**src/shared/crsq_defs.vh**
```
/*
 reset sequencer constants: timer counts, clock rates, boot address.
 assumes inclusion by rtl files only; definitions, no logic.
*/
`ifndef CRSQ_DEFS_VH
`define CRSQ_DEFS_VH
`define CRSQ_CORE_HZ        10000000
`define CRSQ_SLOW_HZ        32768
`define CRSQ_SLOW_DIV       ((`CRSQ_CORE_HZ + `CRSQ_SLOW_HZ / 2) / `CRSQ_SLOW_HZ)
`define CRSQ_PIN_MIN_NS     2000
`define CRSQ_CLK_NS         100
`define CRSQ_PIN_MIN_CYC    ((`CRSQ_PIN_MIN_NS + `CRSQ_CLK_NS - 1) / `CRSQ_CLK_NS)
`define CRSQ_LONG_TICKS     4100
`define CRSQ_SHORT_TICKS    16
`define CRSQ_TIMER_W        13
`define CRSQ_BOOT_ADDR      16'h0000
`define CRSQ_ST_RUN         2'h0
`define CRSQ_ST_HOLD        2'h1
`define CRSQ_ST_TIME        2'h2
`endif

```
**src/rtl/crsq_tick_div.v**
```verilog
/*
 slow_32k_clock enable divider: one-cycle pulse every DIV core cycles.
 assumes a single core clock and synchronous active-low reset.
*/
`timescale 1ns/1ps
`include "crsq_defs.vh"
module crsq_tick_div #(
  parameter DIV = `CRSQ_SLOW_DIV
) (
  // clock and reset
  input  wire       CORE_CLK,
  input  wire       RST_N,
  // enable out
  output reg        TICK
);
  reg  [15:0] cnt;

  // keeps running through pin, software and debug resets, like the oscillator; only RST_N clears it
  always @(posedge CORE_CLK)
  begin
    if (!RST_N)
    begin
      cnt  <= 16'h0000;
      TICK <= 1'b0;
    end
    else if (cnt == DIV[15:0] - 16'h0001)
    begin
      cnt  <= 16'h0000;
      TICK <= 1'b1;
    end
    else
    begin
      cnt  <= cnt + 16'h0001;
      TICK <= 1'b0;
    end
  end
endmodule // crsq_tick_div

```
**src/rtl/crsq_seq.v**
```verilog
/*
 chip reset sequencer: pin, software and debug core resets, with a
 reset timer in slow_32k_clock ticks releasing the processor to boot.
 assumes the pins are asynchronous to CORE_CLK; RST_N is power-on only.
*/
// Functional notes
// - pin high halts logic except oscillator, clock
// - pin reset forces register defaults
// - test mux, clock reset only with test pin
// - software bit resets same, shorter timer; code never clears test mux, clock from it
// - pin reset holds processor 4100 slow ticks
// - processor boots from address zero
// - debug reset clears processor core only
// - debug reset skips the reset timer
`timescale 1ns/1ps
`include "crsq_defs.vh"
module crsq_seq #(
  parameter LONG_TICKS  = `CRSQ_LONG_TICKS,
  parameter SHORT_TICKS = `CRSQ_SHORT_TICKS,
  parameter SLOW_DIV    = `CRSQ_SLOW_DIV
) (
  // clock and power-on reset
  input  wire        CORE_CLK,
  input  wire        RST_N,
  // reset sources
  input  wire        RESET_PIN,
  input  wire        TEST_PIN,
  input  wire        SOFT_RESET_REQ,
  input  wire        DEBUG_CORE_RST_N,
  // reset outputs
  output reg         DIGITAL_HALT,
  output reg         REG_DEFAULTS_RST,
  output reg         CPU_RST,
  output reg         CPU_CORE_RST,
  output reg         TEST_MUX_RST,
  output reg         RTC_RST,
  output reg  [15:0] BOOT_ADDR,
  output reg         SEQ_BUSY
);
  // idle levels of the synchronised pins: debug reset idles high
  localparam [2:0] SYNC_IDLE = 3'h4;

  reg  [1:0]  state;
  reg  [1:0]  next_state;
  reg  [12:0] timer;
  reg  [12:0] next_timer;
  reg  [12:0] limit;
  reg  [12:0] next_limit;
  reg         next_halt;
  reg         next_defaults;
  reg         next_cpu_rst;
  reg         next_core_rst;
  reg         next_test_mux_rst;
  reg         next_rtc_rst;
  reg  [15:0] next_boot_addr;
  reg         next_busy;

  wire [2:0]  pin_raw;
  wire [2:0]  pin_sync;
  wire        tick;
  wire        pin_on;
  wire        test_on;
  wire        full_on;
  wire        dbg_on;
  wire        expired;
  genvar      g;

  assign pin_raw = {DEBUG_CORE_RST_N, TEST_PIN, RESET_PIN};
  assign pin_on  = pin_sync[0];
  // test pin only matters while the reset pin is seen high
  assign test_on = pin_sync[1];
  assign dbg_on  = ~pin_sync[2];
  // software bit is on the core clock already, no flops needed
  assign full_on = pin_on | SOFT_RESET_REQ;
  // timer + 1 so the compare lands on the tick that ends the count
  assign expired = tick && (timer + 13'h0001 >= limit);

  crsq_tick_div #(
    .DIV     (SLOW_DIV)
  ) u_div (
    .CORE_CLK(CORE_CLK),
    .RST_N   (RST_N),
    .TICK    (tick)
  );

  // pins are asynchronous: two flops before use, one loop for all
  // reset parks each flop at its pin's rest level, no false edge
  generate
    for (g = 0; g < 3; g = g + 1)
    begin : g_sync
      reg [1:0] ff;
      always @(posedge CORE_CLK)
      begin
        if (!RST_N)
          ff <= {2{SYNC_IDLE[g]}};
        else
          ff <= {ff[0], pin_raw[g]};
      end
      assign pin_sync[g] = ff[1];
    end
  endgenerate

  always @*
  begin
    next_state = state;
    case (state)
      `CRSQ_ST_RUN:
      begin
        if (full_on)
          next_state = `CRSQ_ST_HOLD;
      end
      `CRSQ_ST_HOLD:
      begin
        // waits for every full source to drop before timing
        if (!full_on)
          next_state = `CRSQ_ST_TIME;
      end
      `CRSQ_ST_TIME:
      begin
        if (full_on)
          next_state = `CRSQ_ST_HOLD;
        else if (expired)
          next_state = `CRSQ_ST_RUN;
      end
      default:
      begin
        next_state = `CRSQ_ST_HOLD;
      end
    endcase
  end

  // timer restarts whenever a full source is seen again
  always @*
  begin
    next_timer = timer;
    if (state != `CRSQ_ST_TIME || full_on)
      next_timer = 13'h0000;
    else if (tick)
      next_timer = timer + 13'h0001;
  end

  // pin wins in a cycle with both sources active; the last source seen sets the count
  always @*
  begin
    next_limit = limit;
    if (pin_on)
      next_limit = LONG_TICKS[12:0];
    else if (SOFT_RESET_REQ)
      next_limit = SHORT_TICKS[12:0];
  end

  // state, timer and limit each kept in flops of their own
  always @(posedge CORE_CLK)
  begin
    if (!RST_N)
      state <= `CRSQ_ST_HOLD;
    else
      state <= next_state;
  end

  always @(posedge CORE_CLK)
  begin
    if (!RST_N)
      timer <= 13'h0000;
    else
      timer <= next_timer;
  end

  // power-on starts a long count, as after a pin reset
  always @(posedge CORE_CLK)
  begin
    if (!RST_N)
      limit <= LONG_TICKS[12:0];
    else
      limit <= next_limit;
  end

  // outputs worked out ahead so that each port is a plain flop
  always @*
  begin
    next_halt         = full_on;
    next_defaults     = full_on;
    next_cpu_rst      = (next_state != `CRSQ_ST_RUN);
    // debug reset reaches the core only, no timer
    next_core_rst     = next_cpu_rst | dbg_on;
    // test mux and clock cleared only with the test pin held
    next_test_mux_rst = pin_on & test_on;
    next_rtc_rst      = pin_on & test_on;
    next_boot_addr    = `CRSQ_BOOT_ADDR;
    // busy marks the timed sequence, never the debug reset
    next_busy         = next_cpu_rst;
  end

  always @(posedge CORE_CLK)
  begin
    if (!RST_N)
    begin
      DIGITAL_HALT     <= 1'b1;
      REG_DEFAULTS_RST <= 1'b1;
      CPU_RST          <= 1'b1;
      CPU_CORE_RST     <= 1'b1;
      TEST_MUX_RST     <= 1'b1;
      RTC_RST          <= 1'b1;
      BOOT_ADDR        <= `CRSQ_BOOT_ADDR;
      SEQ_BUSY         <= 1'b1;
    end
    else
    begin
      DIGITAL_HALT     <= next_halt;
      REG_DEFAULTS_RST <= next_defaults;
      CPU_RST          <= next_cpu_rst;
      CPU_CORE_RST     <= next_core_rst;
      TEST_MUX_RST     <= next_test_mux_rst;
      RTC_RST          <= next_rtc_rst;
      // fetch restarts at zero once the core is let go
      BOOT_ADDR        <= next_boot_addr;
      SEQ_BUSY         <= next_busy;
    end
  end
endmodule // crsq_seq

```
**config.mk**
```make
export PLATFORM = sky130hd
export DESIGN_NAME = crsq_seq
export DESIGN_NICKNAME = d
export VERILOG_FILES = /design/src/rtl/crsq_tick_div.v /design/src/rtl/crsq_seq.v
export VERILOG_INCLUDE_DIRS = /design/src /design/src/shared
export SDC_FILE = /design/constraint.sdc
export NUM_CORES = 1
export LEC_CHECK = 0
export BUFFER_PORTS_ARGS = -buffer_cell sky130_fd_sc_hd__buf_2
export CORE_ASPECT_RATIO = 1.4
export CORE_UTILIZATION = 40
export DETAILED_ROUTE_END_ITERATION = 16
export GPL_TIMING_DRIVEN = 1
export RECOVER_POWER = 50
export SLEW_MARGIN = 15
export SYNTH_ARGS = -nofsm -noshare
export SYNTH_HDL_FRONTEND = slang
export SYNTH_SLANG_ARGS = --single-unit
```
**constraint.sdc**
```tcl
create_clock -name CORE_CLK -period 6.02 [get_ports CORE_CLK]
set_clock_uncertainty 0.05 [all_clocks]
set_input_delay 1.806 -clock CORE_CLK [delete_from_list [all_inputs] [get_ports CORE_CLK]]
set_output_delay 1.806 -clock CORE_CLK [all_outputs]
set_load 0.005 [all_outputs]
```
==> flow_metrics.py, run 1 <==
metrics = {
    "run_status": {
        "outcome": "complete, no violations",
    },
    "clocking": {
        "cts_hold_buf": 0,
        "cts_tree": "built",
        "worst_skew_pair.late_latency_ns": 0.30,
        "post_cts_buffers": 0,
        "cts.root.buffer_cell": "clkbuf_8",
        "clk_pin_slew_ns": 0.08,
        "cts_resized": 0,
        "cts_buffers": 5,
        "clock_sinks": 44,
        "cts_max_path_buffers": 2,
        "cts_max_level": 2,
    },
    "placed_design": {
        "hpwl_um": 2500,
        "port_buffers": 12,
        "placedCellCount": 300,
        "place_congestion": 0.731,
        "place_ws_ns": 2.85,
        "placed_cell_area_um2": 2130,
    },
    "synthesis": {
        "synth-compound-area-share": 0.0735,
        "synth_common_cells": "dfxtp_1, nor2_1, buf_4, xor2_1, nand2_1",
        "synth_xor_xnor_area_share": 0.123,
        "syn_inst": 236,
        "yosys_warnings": 0,
        "syn_avg_cell_area_um2": 9.02,
        "synthSimpleGateAreaFrac": 0.240,
        "ys_ff_latch": 44,
        "yosys-top-cells-area": "dfxtp_1, xor2_1, buf_4",
        "synth_edf_count": 0,
        "synthMuxAreaShare": 0.00941,
        "synth_top_family_by_area": "simple AND/OR/NAND/NOR gates",
        "ys_types": 41,
        "synth-adder-area-share": 0.0353,
        "synth_top_area_frac": 0.414,
        "syn-cell-area_um2": 2130,
        "ys_seq_area_frac": 0.414,
        "async_reset_ff_frac": 0,
        "synth.most_common_cell": "dfxtp_1",
        "yosysTopAreaCell": "dfxtp_1",
        "synth-main-ff-cell": "dfxtp_1",
    },
    "pwr": {
        "p_seq_frac": 0.576,
        "ir_drop_v": 0.000125,
        "p_switching_uw": 122,
        "power_density_nw_per_um2": 235,
        "pwr-share-comb": 0.050,
        "p_sw_frac": 0.233,
        "finalPower_uw": 523,
        "clkPwrFrac": 0.374,
        "intPower_uw": 401,
        "p_leak_nw": 0.839,
    },
    "finish": {
        "finalNonFillerCells": 308,
        "syn2layout_area_growth_pct": 4.64,
        "drive_gt1_frac": 0.0992,
        "post-route-cell-area_um2": 2230,
        "fin_util": 0.432,
        "diodes": 0,
        "nets": 253,
    },
    "worst_setup_path": {
        "crit_chain": "clkbuf_1, nand2b_1, or2_2, nand2b_1, a21oi_1",
        "crit_start": "RST_N",
        "r2r_start": "timer[0]$_SDFFE_PP0P_",
        "worstPathMaxFanout": 13,
        "crit_arrival_ns": 3.18,
        "critPathBufInv": 1,
        "crit_path_frequent_cell": "nand2b_1",
        "cpLargestDelayFamily": "simple AND/OR/NAND/NOR gates",
        "critical_path.slowest_cell": "nand2b_1",
        "cp_slowest_stage_delay_ns": 0.38,
        "critPathLaunchType": "input port",
        "cp-end-kind": "register",
        "cp.required_ns": 6.19,
        "crit_type": "in -> reg",
    },
    "detailed_routing": {
        "num_vias": 1457,
        "drt_first_iter_violations": 77,
        "ant_nets": 0,
        "wl_per_cell_um": 11.1,
        "via_per_inst": 4.73,
        "drc": 0,
        "drt-total-wl_um": 3430,
        "drtPass1Iterations": 4,
    },
    "sta": {
        "hold_viol": 0,
        "period_needed_ns": 3.00,
        "fmax_mhz": 333,
        "drv_slew": 0,
        "timing.hold.ws_ns": 0.344,
        "setup_viol": 0,
        "fin_tns_setup_ns": 0,
        "finalCritPeriodShare": 0.499,
        "rsz0062_at_grt": "false",
        "setup_slack_ns": 3.02,
    },
    "die": {
        "die_area_um2": 5620,
        "placementRows": 31,
        "core_um2": 5160,
        "die_h_um": 88.3,
        "die_x_um": 63.7,
        "num_io_pins": 29,
        "initial_core_util": 0.413,
    },
    "worst_hold_path": {
        "hold_class": "reg -> reg",
        "min_from": "g_sync[2].ff[1]$_SDFF_PN1_",
    },
    "global_route": {
        "antenna_found_initial": 0,
        "grt_pass1_wl_um": 5960,
        "grt_max_degree": 16,
        "grt_pass1_vias": 1369,
        "grtUsageTotal": 0.139,
        "overflow": 0,
    },
    "flow_run": {
        "maxCapViolCount": 0,
    },
}
metal layers:
| layer | vias to the layer above | wire length, um | track usage |
|---|---|---|---|
| met4 | 0 | 80 | 0.0764 |
| met5 | - | 0 | 0 |
| li1 | 758 | - | - |
| met2 | 15 | 1800 | 0.247 |
| met1 | 676 | 1460 | 0.147 |
| met3 | 8 | 89 | 0.0399 |
layout by cell type (no fill, tap or decap), types with 2 or more instances in the layout:
cell type / count
and3_1: 4
clkbuf_8: 6
dfxtp_1: 44
nor2b_1: 3
nor2_1: 32
conb_1: 16
ha_1: 6
a311oi_1: 2
nand4b_1: 2
buf_2: 11
nand4_1: 5
nand2_1: 16
inv_1: 6
nand3_1: 12
o21ai_0: 3
mux2i_1: 2
xnor2_1: 11
xor2_1: 19
nand2b_1: 4
a31oi_1: 2
a211oi_1: 2
and4_1: 5
clkinvlp_4: 2
and2_1: 9
a21oi_1: 3
logic make-up (layout without fill, tap and decap cells):
kind of cell               after synthesis  in the layout
muxes                                    2              2
buffers and inverters                   35             26
AOI/OAI and AO/OA                       19             19
DFF                                     44             44
xor gates and xnor gates                30             30
other                                    1             16
adders and majority gates                6              6
and+or+nand+nor                         99             99
sequential cells by signal (all words and copies together) (netlist names), 2 cells and up:
register and count:
g_sync.ff 6, limit 2, timer 13, u_div.cnt 16, state 2
power by group through the flow:
stage | combinational (mW) | clock (mW) | sequential (mW)
finish | 0.0261 | 0.196 | 0.301
global route | 0.0307 | 0.217 | 0.302
CTS | 0.0269 | 0.205 | 0.301
detailed placement | 0.0267 | 0 | 0.308
global placement | 0.0263 | 0 | 0.308
floorplan | 0.0282 | 0 | 0.307
final timing paths:
path	end	cells after the start	slack, ns
max reg2reg	state[1]$_SDFF_PN0_	11	3.24
min	CPU_CORE_RST$_SDFF_PN1_	1	0.34
max	timer[9]$_SDFFE_PP0P_	5	3.02
min reg2reg	CPU_CORE_RST$_SDFF_PN1_	1	0.34
area by class of cell:
class	count	area, um2
flip-flops and latches	44	881
repair buffers	12	58.8
clock inverters	2	15.0
clock buffers	6	82.6
well taps	66	82.6
fillers	521	2930
inverters	6	22.5
multi-input cells	172	1080
(Power assumes the default switching activity.)
==> inputs of run 2 (changes only) <==
clock period = 2.45 ns   (was 6.02 ns; I/O delays follow)
==> flow_metrics.py, run 2 (synthesis gave the netlist of run 1 again) <==
metrics = {
    "detailed_routing": {
        "drt-total-wl_um": 3490,
        "wl_per_cell_um": 11.0,
        "via_per_inst": 4.69,
        "drc": 0,
        "drt_first_iter_violations": 59,
        "drtPass1Iterations": 4,
        "ant_nets": 0,
        "num_vias": 1481,
    },
    "clocking": {
        "clock_sinks": 44,
        "cts_max_level": 2,
        "cts_buffers": 5,
        "clk_pin_slew_ns": 0.08,
        "cts_max_path_buffers": 2,
        "cts.root.buffer_cell": "clkbuf_8",
        "cts_hold_buf": 0,
        "cts_tree": "built",
        "worst_skew_pair.late_latency_ns": 0.29,
    },
    "die": {
        "num_io_pins": 29,
        "die_h_um": 88.3,
        "die_x_um": 63.7,
        "placementRows": 31,
        "initial_core_util": 0.413,
        "core_um2": 5160,
        "die_area_um2": 5620,
    },
    "pwr": {
        "power_density_nw_per_um2": 596,
        "ir_drop_v": 0.000401,
        "p_switching_uw": 287,
        "p_seq_frac": 0.537,
        "intPower_mw": 1.09,
        "clkPwrFrac": 0.417,
        "p_sw_frac": 0.209,
        "pwr-share-comb": 0.046,
        "p_leak_nw": 0.899,
    },
    "finish": {
        "diodes": 0,
        "top_register": "u_div.cnt",
        "nets": 261,
        "layout_common_cells": "dfxtp_1, nor2_1, xor2_1",
        "largestRegisters": "u_div.cnt: 16 flops, timer: 13 flops, g_sync.ff: 6 flops",
        "syn2layout_area_growth_pct": 8.64,
        "largest_reg_flops": 16,
        "drive_gt1_frac": 0.132,
        "layout_commonest_cell": "dfxtp_1",
    },
    "worst_hold_path": {
        "hold_class": "reg -> reg",
        "min_from": "g_sync[2].ff[1]$_SDFF_PN1_",
    },
    "worst_setup_path": {
        "crit_type": "reg -> reg",
        "crit_arrival_ns": 2.44,
        "cp.required_ns": 2.63,
        "critPathLaunchType": "register",
        "worstPathMaxFanout": 5,
        "r2r_start": "timer[8]$_SDFFE_PP0P_",
        "crit_start": "timer[8]$_SDFFE_PP0P_",
        "cp-end-kind": "register",
    },
    "sta": {
        "period_needed_ns": 2.26,
        "timing.hold.ws_ns": 0.341,
        "drv_slew": 0,
        "setup_viol": 0,
        "finalCritPeriodShare": 0.921,
        "rsz0062_at_grt": "false",
        "fin_tns_setup_ns": 0,
        "fmax_mhz": 443,
        "hold_viol": 0,
        "max_slew.worst_pin.slew_ns": 0.508,
        "relSlewSlack": 0.661,
    },
    "global_route": {
        "overflow": 0,
        "grtUsageTotal": 0.141,
        "grt_pass1_vias": 1415,
        "antenna_found_initial": 0,
        "grt_pass1_wl_um": 6090,
        "grt_max_degree": 16,
    },
    "placed_design": {
        "port_buffers": 12,
        "hpwl_um": 2590,
        "place_congestion": 0.762,
    },
    "flow_run": {
        "maxCapViolCount": 0,
    },
    "run_status": {
        "outcome": "complete, no violations",
    },
}
[run 2: cell count changes in the layout (fill, tap and decap cells not counted), sizes merged]
| cell | before | now |
|---|---|---|
| buf | 11 | 18 |
| bufinv | 0 | 1 |
| clkbuf | 7 | 8 |
| clkinv | 0 | 1 |
| clkinvlp | 2 | 0 |
[run 2: per-stage QoR]
step            util  total power, mW  std cells  setup WS [ns]  instance area, um2
2_1_floorplan      -            0.824        251         0.0150                2190
3_3_place_gp   0.422            0.819        306          0.239                2180
3_5_place_dp   0.422            0.821        306          0.174                2180
4_1_cts        0.445             1.40        314          0.103                2300
5_1_grt        0.448             1.45        316         0.0190                2310
6_report       0.448             1.38        316          0.193                2310
[run 2: power by group through the flow]
stage               sequential (mW)  clock, mW  combinational [mW]
floorplan                     0.755          0              0.0689
global placement              0.757          0              0.0622
detailed placement            0.757          0              0.0637
CTS                           0.741      0.598              0.0640
global route                  0.743      0.633              0.0741
finish                        0.740      0.575              0.0629
[run 2: timing repair]
action / in CTS / in global routing
endpoints found under the setup margin: 0 / 2
buffers inserted: 0 / 2
endpoints found under the hold margin: 0 / 0
resized for setup: 0 / 2
[run 2: cell type report]
cell class / count / area, um2
multi-input combinational: 172 / 1080
fill: 509 / 2850
timing repair buffer: 20 / 118
inverter: 6 / 22.5
tap: 66 / 82.6
clock inverter: 2 / 38.8
sequential: 44 / 883
clock buffer: 6 / 82.6
[run 2: worst max-delay path, cell delays in order, from the launching register on]
cell and delay [ns]:
dfxtp_1 0.42, and3_1 0.24, and2_1 0.19, nand3_1 0.12, xnor2_1 0.16, ha_1 0.19
nand2_1 0.07, a21oi_1 0.10, a2111oi_4 0.34, nand4_2 0.17, a21oi_2 0.15
[run 2: per-layer routing]
metal / track usage / routed length, um / up-vias
met5: 0 / 0 / -
met4: 0.0744 / 72 / 0
met3: 0.0271 / 67 / 5
met2: 0.263 / 1840 / 15
met1: 0.149 / 1500 / 683
li1: - / - / 778
[run 2: final timing paths]
path                        endpoint  slack (ns)  cells past startpoint
max              state[1]$_SDFF_PN0_        0.19                     10
min          CPU_CORE_RST$_SDFF_PN1_        0.34                      1
max reg2reg      state[1]$_SDFF_PN0_        0.19                     10
min reg2reg  CPU_CORE_RST$_SDFF_PN1_        0.34                      1
==> inputs of run 3 (changes only) <==
RECOVER_POWER = 25   (was 50)
==> flow_metrics.py, run 3 (synthesis gave the netlist of run 1 again) <==
metrics = {
    "flow_run": {
        "maxCapViolCount": 0,
    },
    "global_route": {
        "antenna_found_initial": 0,
        "grtUsageTotal": 0.141,
        "grt_pass1_vias": 1415,
        "overflow": 0,
        "grt_pass1_wl_um": 6090,
        "grt_max_degree": 16,
    },
    "finish": {
        "seq_area_um2": 883,
        "fill_cells": 508,
        "multi_input_area_um2": 1080,
        "nets": 261,
        "largest_reg_flops": 16,
        "largestRegisters": "u_div.cnt: 16 flops, timer: 13 flops, g_sync.ff: 6 flops",
        "post-route-cell-area_um2": 2310,
        "drive_gt1_frac": 0.136,
        "diodes": 0,
        "fin_util": 0.448,
        "top_register": "u_div.cnt",
        "layout_common_cells": "dfxtp_1, nor2_1, xor2_1",
        "layout_commonest_cell": "dfxtp_1",
        "finalNonFillerCells": 316,
        "syn2layout_area_growth_pct": 8.70,
    },
    "placed_design": {
        "place_congestion": 0.762,
        "placed_cell_area_um2": 2180,
        "hpwl_um": 2590,
        "place_ws_ns": 0.174,
        "placedCellCount": 306,
        "port_buffers": 12,
    },
    "worst_setup_path": {
        "critPathBufInv": 0,
        "critical_path.slowest_cell": "dfxtp_1",
        "cp_slowest_stage_delay_ns": 0.42,
        "crit_arrival_ns": 2.44,
        "crit_type": "reg -> reg",
        "cp.required_ns": 2.63,
        "cp-end-kind": "register",
        "crit_chain": "and3_1, and2_1, nand3_1, xnor2_1, ha_1, nand2_1, a21oi_1, a2111oi_4, nand4_2, a21oi_2",
        "worstPathMaxFanout": 5,
        "cpLargestDelayFamily": "simple AND/OR/NAND/NOR gates",
        "critPathLaunchType": "register",
    },
    "die": {
        "placementRows": 31,
        "die_h_um": 88.3,
        "num_io_pins": 29,
        "initial_core_util": 0.413,
        "die_area_um2": 5620,
        "core_um2": 5160,
        "die_x_um": 63.7,
    },
    "detailed_routing": {
        "drt_first_iter_violations": 59,
        "num_vias": 1481,
        "drtPass1Iterations": 4,
        "drt-total-wl_um": 3490,
        "drc": 0,
        "via_per_inst": 4.69,
        "wl_per_cell_um": 11.0,
        "ant_nets": 0,
    },
    "clocking": {
        "cts_buffers": 5,
        "cts.root.buffer_cell": "clkbuf_8",
        "cts_max_path_buffers": 2,
        "cts_tree": "built",
        "clock_sinks": 44,
        "cts_max_level": 2,
        "worst_skew_pair.late_latency_ns": 0.29,
        "cts_hold_buf": 0,
        "clk_pin_slew_ns": 0.08,
    },
    "sta": {
        "finalCritPeriodShare": 0.921,
        "setup_viol": 0,
        "drv_slew": 0,
        "fin_tns_setup_ns": 0,
        "period_needed_ns": 2.26,
        "hold_viol": 0,
        "rsz0062_at_grt": "false",
        "setup_slack_ns": 0.194,
        "timing.hold.ws_ns": 0.341,
        "fmax_mhz": 443,
        "max_slew.worst_pin.slew_ns": 0.508,
        "relSlewSlack": 0.661,
    },
    "run_status": {
        "outcome": "complete, no violations",
    },
    "pwr": {
        "power_density_nw_per_um2": 596,
        "p_leak_nw": 0.901,
        "finalPower_mw": 1.38,
        "ir_drop_v": 0.000401,
    },
    "worst_hold_path": {
        "hold_class": "reg -> reg",
    },
}
-- run 3: changes by cell type in the layout (fill, tap and decap cells not counted), sizes merged --
cell    delta
clkbuf     -1
buf        +1
-- run 3: per-layer routing --
metal | routed length (um) | global-route usage
met1 | 1500 | 0.149
met2 | 1840 | 0.263
met3 | 66 | 0.0271
met4 | 72 | 0.0744
met5 | 0 | 0
-- run 3: final cells by class --
cell class / count / area share
Clock inverter: 2 / 0.0168
Tap cell: 66 / 0.0357
Inverter: 6 / 0.00973
Multi-Input combinational cell: 172 / 0.469
Timing Repair Buffer: 20 / 0.0514
Clock buffer: 6 / 0.0357
Sequential cell: 44 / 0.382
-- run 3: what timing repair did --
| item | 4_1_cts | 5_1_grt |
|---|---|---|
| setup endpoints to repair | 0 | 2 |
| hold endpoints to repair | 0 | 0 |
| gates resized for setup | 0 | 2 |
| buffers inserted | 0 | 2 |
-- run 3: worst paths after layout --
kind | to | from | slack (ns) | cells after the start
worst max-delay path | state[1]$_SDFF_PN0_ | timer[8]$_SDFFE_PP0P_ | 0.19 | 10
worst min-delay path | CPU_CORE_RST$_SDFF_PN1_ | g_sync[2].ff[1]$_SDFF_PN1_ | 0.34 | 1
worst max register to register | state[1]$_SDFF_PN0_ | timer[8]$_SDFFE_PP0P_ | 0.19 | 10
worst min register to register | CPU_CORE_RST$_SDFF_PN1_ | g_sync[2].ff[1]$_SDFF_PN1_ | 0.34 | 1
-- run 3: power breakdown --
part	leakage [nW]	internal, mW	switching (mW)
Combinational	0.480	0.0278	0.0354
Sequential	0.359	0.730	0.00998
Clock	0.0614	0.333	0.242
Total	0.901	1.09	0.287
